`src/pkg/fdoc_pkg.sv`:
```
package fdoc_pkg;
   // register offsets on the three host address lines
   localparam logic [2:0] CTRL_ADDR     = 3'h2;
   localparam logic [2:0] TYPE_ADDR     = 3'h3;
   // values after hardware reset
   localparam logic [7:0] CTRL_RST      = 8'h00;
   localparam logic [3:0] TYPE_RST      = 4'h0;
   // drive output control field positions
   localparam int         CTRL_SEL_LO   = 0;
   localparam int         CTRL_SRST_BIT = 2;
   localparam int         CTRL_DMA_BIT  = 3;
   localparam int         CTRL_MTR_LO   = 4;
   // drive type register fields
   localparam int         TYPE_EXCH_LO  = 2;
   localparam logic [1:0] TYPE_RSVD_VAL = 2'h3;
   localparam logic [1:0] EXCH_NONE    = 2'h0;
   localparam logic [1:0] EXCH_01      = 2'h1;
   localparam logic [1:0] EXCH_02      = 2'h2;
   // software reset low time, rounded up to whole clocks
   localparam int         CLK_NS       = 50;
   localparam int         SRST_MIN_NS  = 100;
   localparam int         SRST_MIN_CYC = (SRST_MIN_NS + CLK_NS - 1) / CLK_NS;
   // width of the synchronised host bus bundle
   localparam int         BUS_W        = 14;
endpackage

```
`src/pkg/fdoc_drv_if.sv`:
```
interface fdoc_drv_if;
   logic [7:0] ctrl_reg;
   logic       four_drive;
   logic [1:0] exch;
   logic [3:0] sel;
   logic [3:0] motor;
   logic [1:0] enc_sel;
   logic       enc_motor;
   modport ctrl (output ctrl_reg, four_drive, exch, input sel, motor, enc_sel, enc_motor);
   modport dec  (input ctrl_reg, four_drive, exch, output sel, motor, enc_sel, enc_motor);
endinterface

```
`src/rtl/fdoc_sync.sv`:
```
module fdoc_sync #(
   parameter int WIDTH = 1
) (
   // clock and reset
   input  wire logic             clk_in,
   input  wire logic             rst_in,
   // levels from outside the domain
   input  wire logic [WIDTH-1:0] async_in,
   output logic      [WIDTH-1:0] sync_out
);
   logic [WIDTH-1:0] meta;

   always_ff @(posedge clk_in) begin
      if (rst_in) begin
         meta     <= '0;
         sync_out <= '0;
      end else begin
         meta     <= async_in;
         sync_out <= meta;
      end
   end
endmodule

```
`src/rtl/fdoc_decode.sv`:
```
module fdoc_decode (
   // control register and configuration in, pin levels out
   fdoc_drv_if.dec drv
);
   import fdoc_pkg::*;

   // swap is its own inverse, so it maps logical to physical and back
   function automatic logic [1:0] fdoc_map(input logic [1:0] d,
                                            input logic       s02,
                                            input logic       s01);
      logic [1:0] r;
      r = d;
      if (s02 && d == 2'h0) r = 2'h2;
      if (s02 && d == 2'h2) r = 2'h0;
      if (s01 && d == 2'h0) r = 2'h1;
      if (s01 && d == 2'h1) r = 2'h0;
      return r;
   endfunction

   // four drives disables any exchange
   wire       sw02     = !drv.four_drive && drv.exch == EXCH_02;
   wire       sw01     = !drv.four_drive && drv.exch == EXCH_01;
   wire [1:0] log_sel  = drv.ctrl_reg[CTRL_SEL_LO +: 2];
   wire [3:0] mtr      = drv.ctrl_reg[CTRL_MTR_LO +: 4];
   wire [1:0] phys_sel = fdoc_map(log_sel, sw02, sw01);
   // logical 2 only under the 0/2 exchange, logical 3 never in two-drive mode
   wire       sel_ok   = !log_sel[1] || (log_sel == 2'h2 && sw02); // RULE3 RULE4
   wire [3:0] two_sel  = sel_ok ? (4'h1 << phys_sel) : 4'h0; // RULE4
   wire       mtr_p0   = mtr[fdoc_map(2'h0, sw02, sw01)]; // RULE10 RULE11
   wire       mtr_p1   = mtr[fdoc_map(2'h1, sw02, sw01)]; // RULE10
   wire       mtr_p2   = sw02 && mtr[0]; // RULE11

   // four drives: only the encoded lines move, external logic decodes them
   assign drv.sel       = drv.four_drive ? 4'h0 : two_sel; // RULE3
   assign drv.motor     = drv.four_drive ? 4'h0 : {1'b0, mtr_p2, mtr_p1, mtr_p0}; // RULE3
   assign drv.enc_sel   = drv.four_drive ? log_sel : 2'h0; // RULE1
   assign drv.enc_motor = drv.four_drive && mtr[log_sel]; // RULE1 RULE14
endmodule

```
`src/rtl/fdoc_dor_top.sv`:
```
// Operation
// [RULE1] With four drives the encoded select lines carry bits 1:0 and the encoded motor line follows the selected drive's motor bit.
// [RULE2] Software usually writes 1C, 2D, 4E or 8F to select and spin up drive 0, 1, 2 or 3.
// [RULE3] Drive 2 and 3 select and motor outputs exist only with four drives or the 0/2 exchange.
// [RULE4] Select bits 1:0 enable one drive at a time; 10 needs four drives or exchange, 11 needs four drives.
// [RULE5] Bit 2 at 0, its reset value, holds the controller in software reset until written 1.
// [RULE6] Software reset touches only saved command parameters, never this register or the rate registers.
// [RULE7] Software keeps bit 2 low at least 100 ns; two back-to-back writes are enough.
// [RULE8] In AT drive mode bit 3 gates DACK, TC, DRQ and IRQ; at 0 the requests float.
// [RULE9] In the alternate drive mode bit 3 is ignored and those signals stay enabled, even in reset.
// [RULE10] With two drives bits 4 and 5 drive the motor outputs of drives 0 and 1 directly.
// [RULE11] Bit 6 drives the drive 2 motor under exchange or four drives; bit 7 drives 3 only with four.
// [RULE12] The drive type register is read/write; AT mode floats bits 7-2 on read, enhanced defines all.
// [RULE13] The control register loads 00h on hardware reset only and may be written at any time.
// [RULE14] Undecoded four-drive patterns enable no select or motor output.
// [RULE15] Reading the control register returns the last value written with no side effect.
module fdoc_dor_top (
   // clock and reset
   input  wire logic       core_clk_in,
   input  wire logic       sys_rst_in,
   // host bus pins
   input  wire logic       cs_n_in,
   input  wire logic       rd_n_in,
   input  wire logic       wr_n_in,
   input  wire logic [2:0] addr_in,
   input  wire logic [7:0] data_in,
   output logic      [7:0] data_out,
   output logic      [7:0] data_oe_out,
   // configuration from the same clock domain
   input  wire logic       four_drive_in,
   input  wire logic       enh_tdr_in,
   input  wire logic       at_mode_in,
   input  wire logic [3:0] drive_id_in,
   // drive interface
   output logic      [3:0] drive_sel_out,
   output logic      [3:0] motor_out,
   output logic      [1:0] encoded_select_lines_out,
   output logic            encoded_motor_line_out,
   // controller core
   output logic            soft_rst_out,
   input  wire logic       drq_in,
   input  wire logic       irq_in,
   output logic            drq_out,
   output logic            drq_oe_out,
   output logic            irq_out,
   output logic            irq_oe_out,
   // dma pins
   input  wire logic       dack_n_in,
   input  wire logic       tc_in,
   output logic            dack_n_out,
   output logic            tc_out
);
   import fdoc_pkg::*;

   logic [fdoc_pkg::BUS_W-1:0] bus_sync;
   logic [1:0]                 dma_sync;
   logic                       wr_q;
   logic [7:0]                 drive_motor_output_control;
   logic [3:0]                 drive_type_register;

   fdoc_drv_if drv ();

   // strobe pins are inverted to active high first so reset zeros mean idle
   fdoc_sync #(
      .WIDTH(BUS_W)
   ) u_bus_sync (
      .clk_in   (core_clk_in),
      .rst_in   (sys_rst_in),
      .async_in ({~cs_n_in, ~rd_n_in, ~wr_n_in, addr_in, data_in}),
      .sync_out (bus_sync)
   );

   fdoc_sync #(
      .WIDTH(2)
   ) u_dma_sync (
      .clk_in   (core_clk_in),
      .rst_in   (sys_rst_in),
      .async_in ({~dack_n_in, tc_in}),
      .sync_out (dma_sync)
   );

   fdoc_decode u_decode (
      .drv (drv.dec)
   );

   // synchronised bus fields
   wire       cs_s    = bus_sync[13];
   wire       rd_s    = bus_sync[12];
   wire       wr_s    = bus_sync[11];
   wire [2:0] addr_s  = bus_sync[10:8];
   wire [7:0] data_s  = bus_sync[7:0];
   wire       dack_s  = dma_sync[1];
   wire       tc_s    = dma_sync[0];

   // data and strobe share sync depth, so the data is settled at the edge
   wire       wr_evt  = cs_s && wr_s && !wr_q;
   wire       wr_ctrl = wr_evt && addr_s == CTRL_ADDR; // RULE13
   wire       wr_type = wr_evt && addr_s == TYPE_ADDR; // RULE12
   wire       rd_act  = cs_s && rd_s && !wr_s;
   wire       rd_ctrl = rd_act && addr_s == CTRL_ADDR;
   wire       rd_type = rd_act && addr_s == TYPE_ADDR;

   // drive type register read view
   wire [1:0] id_sel  = drive_motor_output_control[CTRL_SEL_LO +: 2];
   wire [1:0] drv_id  = id_sel[0] ? drive_id_in[3:2] : drive_id_in[1:0];
   wire [7:0] type_rd = enh_tdr_in ? {TYPE_RSVD_VAL, drv_id, drive_type_register}
                                   : {6'h00, drive_type_register[1:0]};
   wire [7:0] type_oe = enh_tdr_in ? 8'hff : 8'h03; // RULE12

   wire [7:0] next_data_out = rd_ctrl ? drive_motor_output_control : // RULE15
                              rd_type ? type_rd : 8'h00;
   wire [7:0] next_data_oe  = rd_ctrl ? 8'hff : rd_type ? type_oe : 8'h00;

   // dma gating: alternate mode ignores the gate bit entirely
   wire       dma_on  = !at_mode_in || drive_motor_output_control[CTRL_DMA_BIT]; // RULE8 RULE9

   assign drv.ctrl_reg   = drive_motor_output_control;
   assign drv.four_drive = four_drive_in;
   assign drv.exch       = enh_tdr_in ? drive_type_register[TYPE_EXCH_LO +: 2] : EXCH_NONE;

   // register file; only the hardware reset clears it
   always_ff @(posedge core_clk_in) begin
      if (sys_rst_in) begin
         drive_motor_output_control <= CTRL_RST; // RULE13
         drive_type_register        <= TYPE_RST;
      end else begin
         if (wr_ctrl) begin
            drive_motor_output_control <= data_s; // RULE13 RULE6
         end
         if (wr_type) begin
            drive_type_register <= data_s[3:0]; // RULE12
         end
      end
   end

   // host bus read path and write edge
   always_ff @(posedge core_clk_in) begin
      if (sys_rst_in) begin
         wr_q        <= 1'b0;
         data_out    <= 8'h00;
         data_oe_out <= 8'h00;
      end else begin
         wr_q        <= wr_s;
         data_out    <= next_data_out;
         data_oe_out <= next_data_oe;
      end
   end

   // drive pins, software reset
   always_ff @(posedge core_clk_in) begin
      if (sys_rst_in) begin
         drive_sel_out            <= 4'h0;
         motor_out                <= 4'h0;
         encoded_select_lines_out <= 2'h0;
         encoded_motor_line_out   <= 1'b0;
         soft_rst_out             <= 1'b1;
      end else begin
         drive_sel_out            <= drv.sel; // RULE4
         motor_out                <= drv.motor; // RULE10 RULE11
         encoded_select_lines_out <= drv.enc_sel; // RULE1
         encoded_motor_line_out   <= drv.enc_motor; // RULE1
         soft_rst_out             <= !drive_motor_output_control[CTRL_SRST_BIT]; // RULE5
      end
   end

   // a synchronous reset may look at the mode pin, so the alternate mode stays enabled
   always_ff @(posedge core_clk_in) begin
      if (sys_rst_in) begin
         drq_oe_out <= !at_mode_in; // RULE9
         irq_oe_out <= !at_mode_in; // RULE9
         drq_out    <= 1'b0;
         irq_out    <= 1'b0;
         dack_n_out <= 1'b1;
         tc_out     <= 1'b0;
      end else begin
         drq_oe_out <= dma_on; // RULE8
         irq_oe_out <= dma_on; // RULE8
         drq_out    <= dma_on && drq_in;
         irq_out    <= dma_on && irq_in;
         dack_n_out <= !(dma_on && dack_s); // RULE8
         tc_out     <= dma_on && tc_s; // RULE8
      end
   end
endmodule

```
`config.mk`:
```
export PLATFORM = sky130hd
export DESIGN_NAME = fdoc_dor_top
export DESIGN_NICKNAME = d
export VERILOG_FILES = /design/src/pkg/fdoc_pkg.sv /design/src/pkg/fdoc_drv_if.sv /design/src/rtl/fdoc_sync.sv /design/src/rtl/fdoc_decode.sv /design/src/rtl/fdoc_dor_top.sv
export SDC_FILE = /design/constraint.sdc
export NUM_CORES = 1
export LEC_CHECK = 0
export BUFFER_PORTS_ARGS = -buffer_cell sky130_fd_sc_hd__buf_2
export CORE_MARGIN = 2
export CORE_UTILIZATION = 46
export CTS_CLUSTER_SIZE = 40
export DETAILED_ROUTE_END_ITERATION = 16
export GPL_TIMING_DRIVEN = 0
export HOLD_SLACK_MARGIN = 0.03
export PLACE_DENSITY = 0.79
export SLEW_MARGIN = 5
export SYNTH_ARGS = -nofsm -noshare
export SYNTH_HDL_FRONTEND = slang
export SYNTH_SLANG_ARGS = --single-unit
```
`constraint.sdc`:
```
create_clock -name core_clk_in -period 1.4 [get_ports core_clk_in]
set_clock_uncertainty 0.1 [all_clocks]
set_input_delay 0.21 -clock core_clk_in [delete_from_list [all_inputs] [get_ports core_clk_in]]
set_output_delay 0.21 -clock core_clk_in [all_outputs]
set_load 0.01 [all_outputs]
```
Word-level counts from Yosys, hierarchy flattened. Cells that the tools add are included.

Bits in registers: 78. Bits of input ports: 27. Word-level logic and storage cells: 91. Output and inout port bits: 34.

Shifts and indexed selects: 1. Equality and inequality tests: 6. $lt $le $gt $ge: 3. Mux-type cells: 22. Reductions and logical operators: 33. Bitwise logic cells: 6.

Operators by type and width (count): $mux 8 (6); $logic_and 1x1->1 (20); $mux 2 (8); $logic_not 1->1 (7); $bmux 1 s2 (3); $eq 3x2->1 const B (2); $lt 2x3->1 const B (2); $not 1->1 (6); $mux 1 (5); $eq 2x1->1 const B (2); $eq 2x2->1 const B (2); $reduce_or 2->1 (2); $shl 1x2->4 const A (1); $lt 1x3->1 const B (1); $reduce_or 3->1 (1); $logic_not 2->1 (1); $logic_or 1x1->1 (2).

Logic depth before layout (Yosys ltp). Gate-level depths: netlist of run 1.

Word-level depth: 9. Gate-level depth with buffers: 4. Depth with buffers taken out: 3.

Hierarchy. A second synthesis of run 1 with hierarchy kept.

Cell total of the unflattened synthesis: 229. Area total of the unflattened synthesis: 2518.7 um^2.

By module, submodules not included: fdoc_dor_top (times used 1, cells each 140, area each 1458.9 um^2, sequential area each 800.8 um^2); fdoc_sync (u_bus_sync) (times used 1, cells each 58, area each 778.2 um^2, sequential area each 560.5 um^2); fdoc_decode (times used 1, cells each 23, area each 176.4 um^2, sequential area each 0.0 um^2); fdoc_sync (u_dma_sync) (times used 1, cells each 8, area each 105.1 um^2, sequential area each 80.1 um^2).

Least setup slack after synthesis of run 1. No wires, ideal clock.

Path kind: register to register. Start point: register u_bus_sync.sync_out[10]. End point: register drive_type_register[0]. Path buffers: 1. Clock period less this slack: 1.379 ns. Cell stages (with the launch flop): 5. Data arrival time: 1.153 ns. Slack: 0.021 ns. Library setup time: 0.126 ns. Required time: 1.174 ns. Path through: dfxtp_1 > nand4b_1 > or3b_1 > clkbuf_1 > mux2i_1.

Word-level cells in the longest chain between the ends: 2.

RTL lines: start, declared (RTL line fdoc_sync.sv:9) `output logic [WIDTH-1:0] sync_out`; start signal, assigned (RTL line fdoc_sync.sv:19) `sync_out <= meta;`; $eq 3x2->1 (RTL line fdoc_dor_top.sv:98) `wire wr_type = wr_evt && addr_s == TYPE_ADDR;`; $logic_and 1x1->1 (RTL line fdoc_dor_top.sv:98); end signal, assigned (RTL line fdoc_dor_top.sv:131) `drive_type_register <= data_s[3:0];`; end, declared (RTL line fdoc_dor_top.sv:59) `logic [3:0] drive_type_register;`.

No other way between the ends. A chain may end at the register's enable or synchronous reset.

Worst setup path in the final report of run 1.
Start point: register drive_type_register[2]. End point: register drive_sel_out[0].

Word-level cells in the longest chain between the ends: 9. Elaborated cells on any way between the ends: 17. Classes of those cells: eq/ne (2); shift (1); mux (5); bitwise (1); reduce/logical (8).

RTL lines: $mux 2 * (RTL line fdoc_dor_top.sv:119) `assign drv.exch = enh_tdr_in ? drive_type_register[TYPE_EXCH_LO +: 2] : EXCH_NONE;`; $eq 2x2->1 (RTL line fdoc_decode.sv:21) `wire sw02 = !drv.four_drive && drv.exch == EXCH_02;`; $logic_and 1x1->1 (RTL line fdoc_decode.sv:21); $logic_and 1x1->1 (RTL line fdoc_decode.sv:13) `if (s02 && d == 2'h0) r = 2'h2;`; $mux 2 (RTL line fdoc_decode.sv:13); $mux 2 (RTL line fdoc_decode.sv:14) `if (s02 && d == 2'h2) r = 2'h0;`; $mux 2 (RTL line fdoc_decode.sv:15) `if (s01 && d == 2'h0) r = 2'h1;`; $mux 2 (RTL line fdoc_decode.sv:16) `if (s01 && d == 2'h1) r = 2'h0;`; $shl 1x2->4 (RTL line fdoc_decode.sv:28) `wire [3:0] two_sel = sel_ok ? (4'h1 << phys_sel) : 4'h0;`; end signal, assigned (RTL line fdoc_dor_top.sv:158) `drive_sel_out <= drv.sel;`; end, declared (RTL line fdoc_dor_top.sv:35) `output logic [3:0] drive_sel_out,`.

Mark *: on every way between the ends. The rest lies on a longest branch, timed or not.

==> results.py, run 1 <==
metrics = {
    "detailed_routing": {
        "totalWireLength_mm": 4.22,
        "vias_per_cell": 4.42,
        "route.detailed.drc": 0,
        "vias": 1677,
        "drtPass1Iterations": 4,
        "avgRoutedWirePerCell_um": 11.1,
        "first_iter_violations": 48,
        "ant_nets": 0,
    },
    "floorplan": {
        "core_area_um2": 5070,
        "die_w_um": 76.2,
        "num_rows": 26,
        "start_util": 0.473,
        "boundaryPins": 61,
        "die_area_um2": 5810,
        "die_height_um": 76.2,
    },
    "worst_setup_path": {
        "start_kind": "flop",
        "cp_max_fo": 5,
        "endpoint_kind": "flop",
        "crit_required_ns": 1.55,
        "path_class": "reg -> reg",
        "worstPathArrival_ns": 1.54,
    },
    "global_route": {
        "grt_max_degree": 13,
        "grt_pass1_vias": 1611,
        "grtUsageTotal": 0.157,
        "grt_overflow_total": 0,
        "grt_pass1_wl_mm": 7.10,
        "antenna_found_initial": 0,
    },
    "clock_tree": {
        "htreeDepth": 3,
        "ctsLongestPathBuffers": 2,
        "cts-root-buf": "clkbuf_8",
        "insertion_delay_ns": 0.33,
        "cts_tree": "done",
        "clk_pin_slew_ns": 0.07,
        "numCtsBuffers": 9,
        "clock_sinks": 71,
    },
    "final_layout": {
        "final_area_um2": 3230,
        "drive_gt1_frac": 0.330,
        "antenna_cells": 0,
        "syn_to_final_growth_pct": 34.7,
        "nets": 331,
        "final_common_cell": "dfxtp_1",
        "layout_common_cells": "67 x dfxtp_1, 60 x buf_2, 32 x nor2b_1, 24 x nand2b_1, 19 x dlygate4sd3_1",
    },
    "logic_synthesis": {
        "syn_area_um2": 2400,
        "synthTopCellsByArea": "dfxtp_1 59%, nor2b_1 8.3%, mux2i_1 7.5%",
        "seq_area_frac_synth": 0.592,
        "yosysWarnings": 0,
        "ys_ff_latch": 71,
        "yosysTopAreaCell": "dfxtp_1",
        "synth_area_per_cell_um2": 11.2,
        "yosysTopAreaCellShare": 0.592,
        "synthDistinctLibCells": 33,
        "netlist_instances": 215,
    },
    "pwr": {
        "p_per_area_nw_per_um2": 1250,
        "leakage_nw": 1.39,
        "ir_drop_uv": 937,
    },
    "timing": {
        "fin_crit_sh": 0.991,
        "fmax_ghz": 0.721,
        "final.min_clock_period_ns": 1.39,
        "rsz0062_at_grt": "true",
        "fin_setup_tns_ns": 0,
        "hold_violations": 0,
        "drv_slew": 0,
        "setup_viol": 0,
    },
    "placed_design": {
        "portBuffers": 59,
        "hpwl_mm": 2.66,
        "dpl-instance-area_um2": 2790,
        "gp_congestion": 0.804,
    },
    "flow_run": {
        "drv_cap": 0,
    },
    "run_status": {
        "outcome": "completed",
    },
    "min_path": {
        "worstHoldPathType": "in -> reg",
    },
}
==> kinds of logic after synthesis <==
logic type	share of synthesized area
flip-flops	0.592
buffers and inverters	0.0521
XOR/XNOR	0.00365
multiplexers	0.0845
AND/OR/NAND/NOR	0.237
other	0.00156
AO/OA/AOI/OAI	0.0292
==> registers in the layout, indices dropped and copies added, names as in the netlist <==
name	count
dack_n_out	1
data_oe_out	2
data_out	8
drive_motor_output_control	8
drive_sel_out	4
drive_type_register	4
drq_out	1
encoded_motor_line_out	1
encoded_select_lines_out	2
irq_oe_out	1
irq_out	1
motor_out	3
soft_rst_out	1
tc_out	1
u_bus_sync.meta	14
u_bus_sync.sync_out	14
u_dma_sync.meta	2
u_dma_sync.sync_out	2
wr_q	1
==> per-layer routing <==
layer,part of all wire,vias up,track usage
met5,0,-,0
met4,0.012,0,0.0673
met3,0.063,4,0.0664
met2,0.48,57,0.260
met1,0.44,747,0.176
li1,-,869,-
==> worst paths after layout <==
kind | slack, ns | cells after the start | start | end
setup reg to reg | 0.01 | 3 | drive_type_register[2]$_SDFFE_PP0P_ | drive_sel_out[0]$_SDFF_PP0_
hold / removal | 0.08 | 3 | enh_tdr_in | data_oe_out[6]$_SDFF_PP0_
hold reg to reg | 0.27 | 1 | u_dma_sync.sync_out[1]$_SDFF_PP0_ | dack_n_out$_SDFF_PP1_
setup / recovery | 0.01 | 3 | drive_type_register[2]$_SDFFE_PP0P_ | drive_sel_out[0]$_SDFF_PP0_
==> stage by stage <==
| stage | hold WS (ns) | util | power (W) | instances | worst slack, ns |
|---|---|---|---|---|---|
| 2_1_floorplan | 0.172 | - | 0.00221 | 216 | 0.0214 |
| 3_3_place_gp | 0.248 | 0.549 | 0.00228 | 345 | -0.0452 |
| 3_5_place_dp | 0.250 | 0.549 | 0.00228 | 345 | -0.0875 |
| 4_1_cts | 0.0647 | 0.636 | 0.00408 | 380 | 0.00169 |
| 5_1_grt | 0.0804 | 0.637 | 0.00421 | 379 | -0.0483 |
| 6_report | 0.0812 | 0.637 | 0.00405 | 379 | 0.0124 |
==> power by group <==
group | internal, W | switching [W] | total, W
sequential | 0.00207 | 0.0000146 | 0.00208
combinational | 0.000116 | 0.0000768 | 0.000193
clock | 0.00105 | 0.000725 | 0.00178
==> worst max-delay path: stages, from the launching register on <==
cell,delay [ns]
dfxtp_4,0.37
and4bb_2,0.24
or3_4,0.37
a221oi_2,0.23
==> cell type report <==
type,count,area [µm²]
multi-input cells,122,873
well taps,70,87.6
repair buffers,79,505
clock inverters,5,81.3
plain buffers,16,92.6
fillers,427,1840
flip-flops and latches,71,1430
clock buffers,11,141
inverters,5,18.8
==> what timing repair did <==
| action | 4_1_cts | 5_1_grt |
|---|---|---|
| pin swaps | 1 | 3 |
| hold endpoints to repair | 19 | 0 |
| hold buffers | 19 | 0 |
| gates cloned | 0 | 0 |
| resized for setup | 6 | 6 |
| endpoints found under the setup margin | 13 | 17 |
| setup buffers | 1 | 0 |
==> cell usage after synthesis, drive strengths merged <==
master    n
or2       1
or3       2
a211oi    1
inv       5
and4bb    2
and3b     3
nor4b     1
xnor2     1
nand3     3
buf      10
o22ai     2
clkbuf    8
o21ai     1
nand2     3
nand4bb   1
nor3      3
nand4b    1
a21oi     6
or3b      1
nor2      9
mux4      1
nor2b    32
nand2b   24
and2      3
conb      1
a221oi    1
mux2i    18
dfxtp    71
Note: power is estimated with default switching activity, not from simulation.
==> run 2, diff against run 1 <==
--- a/config.mk
+++ b/config.mk
@@ -6,13 +6,16 @@
 export NUM_CORES = 1
 export LEC_CHECK = 0
 export BUFFER_PORTS_ARGS = -buffer_cell sky130_fd_sc_hd__buf_2
+export CELL_PAD_IN_SITES_DETAIL_PLACEMENT = 1
+export CELL_PAD_IN_SITES_GLOBAL_PLACEMENT = 2
 export CORE_MARGIN = 2
-export CORE_UTILIZATION = 46
+export CORE_UTILIZATION = 29
 export CTS_CLUSTER_SIZE = 40
 export DETAILED_ROUTE_END_ITERATION = 16
 export GPL_TIMING_DRIVEN = 0
 export HOLD_SLACK_MARGIN = 0.03
 export PLACE_DENSITY = 0.79
+export SETUP_SLACK_MARGIN = 0.05
 export SLEW_MARGIN = 5
 export SYNTH_ARGS = -nofsm -noshare
 export SYNTH_HDL_FRONTEND = slang
==> results.py, run 2 (synthesized netlist as in run 1, its figures left out) <==
metrics = {
    "final_layout": {
        "drive_gt1_frac": 0.342,
        "nets": 335,
        "final_common_cell": "dfxtp_1",
        "largestRegisters": "u_bus_sync.meta x14, u_bus_sync.sync_out x14",
        "final_cells": 418,
        "layout_common_cells": "66 x dfxtp_1, 59 x buf_2, 32 x nor2b_1, 24 x nand2b_1, 19 x dlygate4sd3_1",
        "filler_cell_count": 914,
        "antenna_cells": 0,
        "syn_to_final_growth_pct": 37.4,
    },
    "global_route": {
        "grt_pass1_vias": 1596,
        "grt_max_degree": 14,
        "grt_overflow_total": 0,
        "antenna_found_initial": 0,
        "grt_pass1_wl_mm": 7.49,
        "grtUsageTotal": 0.113,
    },
    "clock_tree": {
        "cts_tree": "done",
        "cts-root-buf": "clkbuf_8",
        "htreeDepth": 3,
        "clk_pin_slew_ns": 0.08,
        "insertion_delay_ns": 0.34,
        "ctsLongestPathBuffers": 2,
        "numCtsBuffers": 9,
        "clock_sinks": 71,
    },
    "run_status": {
        "outcome": "finished, violations left",
        "violations": "setup timing",
    },
    "worst_setup_path": {
        "cp_max_fo": 5,
        "path_class": "reg -> reg",
        "worstPathArrival_ns": 1.58,
        "slowest_delay_ns": 0.37,
        "cp_slowest_cell": "dfxtp_4",
        "endpoint_kind": "flop",
        "path_cells": "and4bb_1, buf_6, or3_4, a221oi_2",
        "start_kind": "flop",
        "crit_required_ns": 1.55,
    },
    "placed_design": {
        "dp.cells": 380,
        "gp_congestion": 0.759,
        "hpwl_mm": 3.31,
        "portBuffers": 59,
        "post-place-ws_ns": -0.0947,
    },
    "detailed_routing": {
        "route.detailed.drc": 0,
        "vias": 1723,
        "vias_per_cell": 4.12,
        "drtPass1Iterations": 3,
        "ant_nets": 0,
        "first_iter_violations": 42,
        "avgRoutedWirePerCell_um": 11.4,
        "totalWireLength_mm": 4.78,
    },
    "timing": {
        "fmax_ghz": 0.703,
        "setup_viol": 1,
        "finalWorstSetupSlack_ns": -0.0230,
        "fin_setup_tns_ns": -0.0230,
        "drv_slew": 0,
        "fin_crit_sh": 1.02,
        "final.min_clock_period_ns": 1.42,
        "hold_violations": 0,
        "rsz0062_at_grt": "true",
    },
    "floorplan": {
        "num_rows": 33,
        "start_util": 0.295,
        "die_area_um2": 9020,
        "die_w_um": 95.0,
        "core_area_um2": 8130,
        "die_height_um": 95.0,
        "boundaryPins": 61,
    },
    "pwr": {
        "leakage_nw": 1.39,
        "p_per_area_nw_per_um2": 1170,
        "swShare": 0.223,
        "ir_drop_uv": 683,
        "p_clk_frac": 0.411,
        "switchingPower_w": 0.000863,
        "power.share.sequential": 0.539,
        "combPwrFrac": 0.050,
        "p_int_w": 0.00300,
    },
    "min_path": {
        "worstHoldPathType": "in -> reg",
    },
    "flow_run": {
        "drv_cap": 0,
    },
}
==> run 2: layout make-up <==
cell class / instances / area [µm²] / area share
clock buffer: 9 / 124 / 0.0376
tap: 105 / 131 / 0.0398
sequential: 71 / 1430 / 0.434
buffer: 18 / 120 / 0.0364
clock inverter: 7 / 73.8 / 0.0224
inverter: 5 / 18.8 / 0.00569
timing repair buffer: 81 / 520 / 0.158
multi-input combinational: 122 / 880 / 0.267
==> run 2: worst max-delay path: cells and delay by family, from the launching register on <==
family	cells	cell delay (ns)
AOI/OAI and AO/OA	1	0.22
and+or+nand+nor	2	0.51
DFF	1	0.37
buffers and inverters	1	0.13
==> run 2: power by group through the flow <==
stage / clock network, W / registers, W / logic [W]
2_1_floorplan: 0 / 0.00213 / 0.0000826
3_3_place_gp: 0 / 0.00213 / 0.000153
3_5_place_dp: 0 / 0.00213 / 0.000157
4_1_cts: 0.00166 / 0.00208 / 0.000198
5_1_grt: 0.00176 / 0.00209 / 0.000218
6_report: 0.00159 / 0.00208 / 0.000194
==> run 2: stage by stage <==
step	utilization	hold slack [ns]	total power, W	instance area, µm²
finish	0.405	0.0788	0.00387	3300
detailed placement	0.348	0.264	0.00229	2830
CTS	0.403	0.0549	0.00395	3280
global route	0.405	0.0835	0.00407	3300
floorplan	-	0.172	0.00221	2400
global placement	0.348	0.248	0.00228	2830
==> run 2: timing repair <==
action | 4_1_cts | 5_1_grt
endpoints found under the setup margin | 28 | 14
gates resized for setup | 10 | 4
endpoints found under the hold margin | 19 | 0
pin swaps | 2 | 1
buffers inserted | 3 | 0
hold buffers | 19 | 0
==> run 2: final timing paths <==
kind	from	endpoint	slack (ns)	depth (start not counted)
min reg2reg	u_dma_sync.sync_out[1]$_SDFF_PP0_	dack_n_out$_SDFF_PP1_	0.28	1
min	enh_tdr_in	data_oe_out[6]$_SDFF_PP0_	0.08	3
max reg2reg	drive_type_register[3]$_SDFFE_PP0P_	drive_sel_out[0]$_SDFF_PP0_	-0.02	4
max	drive_type_register[3]$_SDFFE_PP0P_	drive_sel_out[0]$_SDFF_PP0_	-0.02	4
==> run 2: layer usage <==
| metal | share of wire | track usage |
|---|---|---|
| met2 | 0.47 | 0.184 |
| met1 | 0.46 | 0.128 |
| met5 | 0 | 0 |
| met4 | 0.019 | 0.0616 |
| met3 | 0.054 | 0.0423 |
==> run 3, diff against run 2 <==
--- a/config.mk
+++ b/config.mk
@@ -14,7 +14,7 @@
 export DETAILED_ROUTE_END_ITERATION = 16
 export GPL_TIMING_DRIVEN = 0
 export HOLD_SLACK_MARGIN = 0.03
-export PLACE_DENSITY = 0.79
+export PLACE_DENSITY = 0.84
 export SETUP_SLACK_MARGIN = 0.05
 export SLEW_MARGIN = 5
 export SYNTH_ARGS = -nofsm -noshare
==> results.py, run 3 (synthesized netlist as in run 1, its figures left out) <==
metrics = {
    "pwr": {
        "swShare": 0.223,
        "switchingPower_w": 0.000921,
        "power.share.sequential": 0.504,
        "p_int_w": 0.00321,
        "p_per_area_nw_per_um2": 1240,
        "combPwrFrac": 0.046,
        "ir_drop_uv": 507,
        "leakage_nw": 1.42,
        "p_total_w": 0.00413,
        "p_clk_frac": 0.450,
    },
    "global_route": {
        "grt_use_met2": 0.175,
        "use_met1": 0.138,
        "grtUsageTotal": 0.115,
        "grt_max_degree": 15,
        "antenna_found_initial": 0,
        "grt_overflow_total": 0,
        "met3_usage": 0.0455,
        "grt_pass1_vias": 1652,
        "top_usage_layer": "met2",
        "grt_pass1_wl_mm": 7.60,
    },
    "clock_tree": {
        "htreeDepth": 3,
        "cts-root-buf": "clkbuf_8",
        "insertion_delay_ns": 0.35,
        "cts_tree": "done",
        "clock_sinks": 71,
        "clk_pin_slew_ns": 0.08,
        "numCtsBuffers": 9,
        "ctsLongestPathBuffers": 2,
    },
    "timing": {
        "hold_violations": 0,
        "drv_slew": 0,
        "finalWorstSetupSlack_ns": 0.00342,
        "fin_crit_sh": 0.998,
        "rsz0062_at_grt": "true",
        "final.min_clock_period_ns": 1.40,
        "setup_viol": 0,
        "fmax_ghz": 0.716,
        "fin_setup_tns_ns": 0,
    },
    "final_layout": {
        "layout_common_cells": "65 x dfxtp_1, 59 x buf_2, 32 x nor2b_1, 24 x nand2b_1, 19 x dlygate4sd3_1",
        "nets": 335,
        "final_area_um2": 3320,
        "antenna_cells": 0,
        "syn_to_final_growth_pct": 38.3,
        "final_common_cell": "dfxtp_1",
        "drive_gt1_frac": 0.342,
        "largestRegisters": "u_bus_sync.meta x14, u_bus_sync.sync_out x14",
    },
    "worst_setup_path": {
        "crit_buf_inv": 1,
        "crit_required_ns": 1.57,
        "slowest_delay_ns": 0.37,
        "worstPathArrival_ns": 1.56,
        "cp_max_fo": 5,
        "cp_slowest_cell": "dfxtp_4",
        "start_kind": "flop",
        "endpoint_kind": "flop",
        "path_class": "reg -> reg",
        "reg2reg_slack_ns": 0.003,
        "path_cells": "and4bb_1, buf_6, or3_4, a221oi_2",
        "critical-path-top-delay-family": "simple AND/OR/NAND/NOR gates",
    },
    "run_status": {
        "outcome": "completed",
    },
    "min_path": {
        "worstHoldPathType": "in -> reg",
    },
    "detailed_routing": {
        "avgRoutedWirePerCell_um": 10.9,
        "vias_per_cell": 4.04,
        "drtPass1Iterations": 4,
        "vias": 1687,
        "totalWireLength_mm": 4.58,
        "first_iter_violations": 27,
        "route.detailed.drc": 0,
        "ant_nets": 0,
    },
    "floorplan": {
        "die_w_um": 95.0,
        "die_area_um2": 9020,
        "num_rows": 33,
        "boundaryPins": 61,
        "start_util": 0.295,
        "die_height_um": 95.0,
        "core_area_um2": 8130,
    },
    "placed_design": {
        "hpwl_mm": 3.24,
        "post-place-ws_ns": -0.0543,
        "dpl-instance-area_um2": 2830,
        "portBuffers": 59,
        "gp_congestion": 0.745,
    },
    "flow_run": {
        "drv_cap": 0,
    },
}
[run 3: tightest hold or removal path: cells and delay by family]
| kind | cells | cell delay (ns) |
|---|---|---|
| buffers and inverters | 2 | 0.21 |
| AOI/OAI and AO/OA | 1 | 0.05 |
[run 3: layout make-up]
class	instances	area [µm²]
flip-flops and latches	71	1430
plain buffers	18	120
multi-input cells	122	867
fillers	917	4810
clock inverters	7	104
repair buffers	81	520
clock buffers	9	124
inverters	5	18.8
well taps	105	131
[run 3: per-stage QoR]
step	instances	utilization	hold WS [ns]
after detailed placement	380	0.348	0.252
after global placement	380	0.348	0.246
after CTS	418	0.407	0.0535
after floorplan	216	-	0.172
final	418	0.408	0.0623
after global routing	418	0.408	0.0923
[run 3: path summary, 6_finish.rpt]
| path | from | endpoint | depth (start not counted) |
|---|---|---|---|
| max | drive_type_register[3]$_SDFFE_PP0P_ | drive_sel_out[0]$_SDFF_PP0_ | 4 |
| min | enh_tdr_in | data_oe_out[6]$_SDFF_PP0_ | 3 |
| min reg2reg | u_dma_sync.sync_out[1]$_SDFF_PP0_ | dack_n_out$_SDFF_PP1_ | 1 |
| max reg2reg | drive_type_register[3]$_SDFFE_PP0P_ | drive_sel_out[0]$_SDFF_PP0_ | 4 |
[run 3: repair_timing]
| action | 4_1_cts | 5_1_grt |
|---|---|---|
| buffers inserted | 3 | 0 |
| pin swaps | 1 | 0 |
| resized for setup | 10 | 4 |
| hold buffers | 19 | 0 |
| hold endpoints to repair | 20 | 0 |
| setup endpoints to repair | 23 | 28 |
[run 3: per-layer routing]
| metal | share of wire | vias to the layer above |
|---|---|---|
| met3 | 0.065 | 9 |
| met4 | 0.023 | 0 |
| met1 | 0.46 | 751 |
| li1 | - | 877 |
| met2 | 0.45 | 50 |
| met5 | 0 | - |
[run 3: power groups by stage]
| stage | clock, W | sequential (W) | combinational [W] |
|---|---|---|---|
| 2_1_floorplan | 0 | 0.00213 | 0.0000826 |
| 3_3_place_gp | 0 | 0.00213 | 0.000152 |
| 3_5_place_dp | 0 | 0.00213 | 0.000155 |
| 4_1_cts | 0.00192 | 0.00208 | 0.000195 |
| 5_1_grt | 0.00200 | 0.00209 | 0.000218 |
| 6_report | 0.00186 | 0.00208 | 0.000192 |
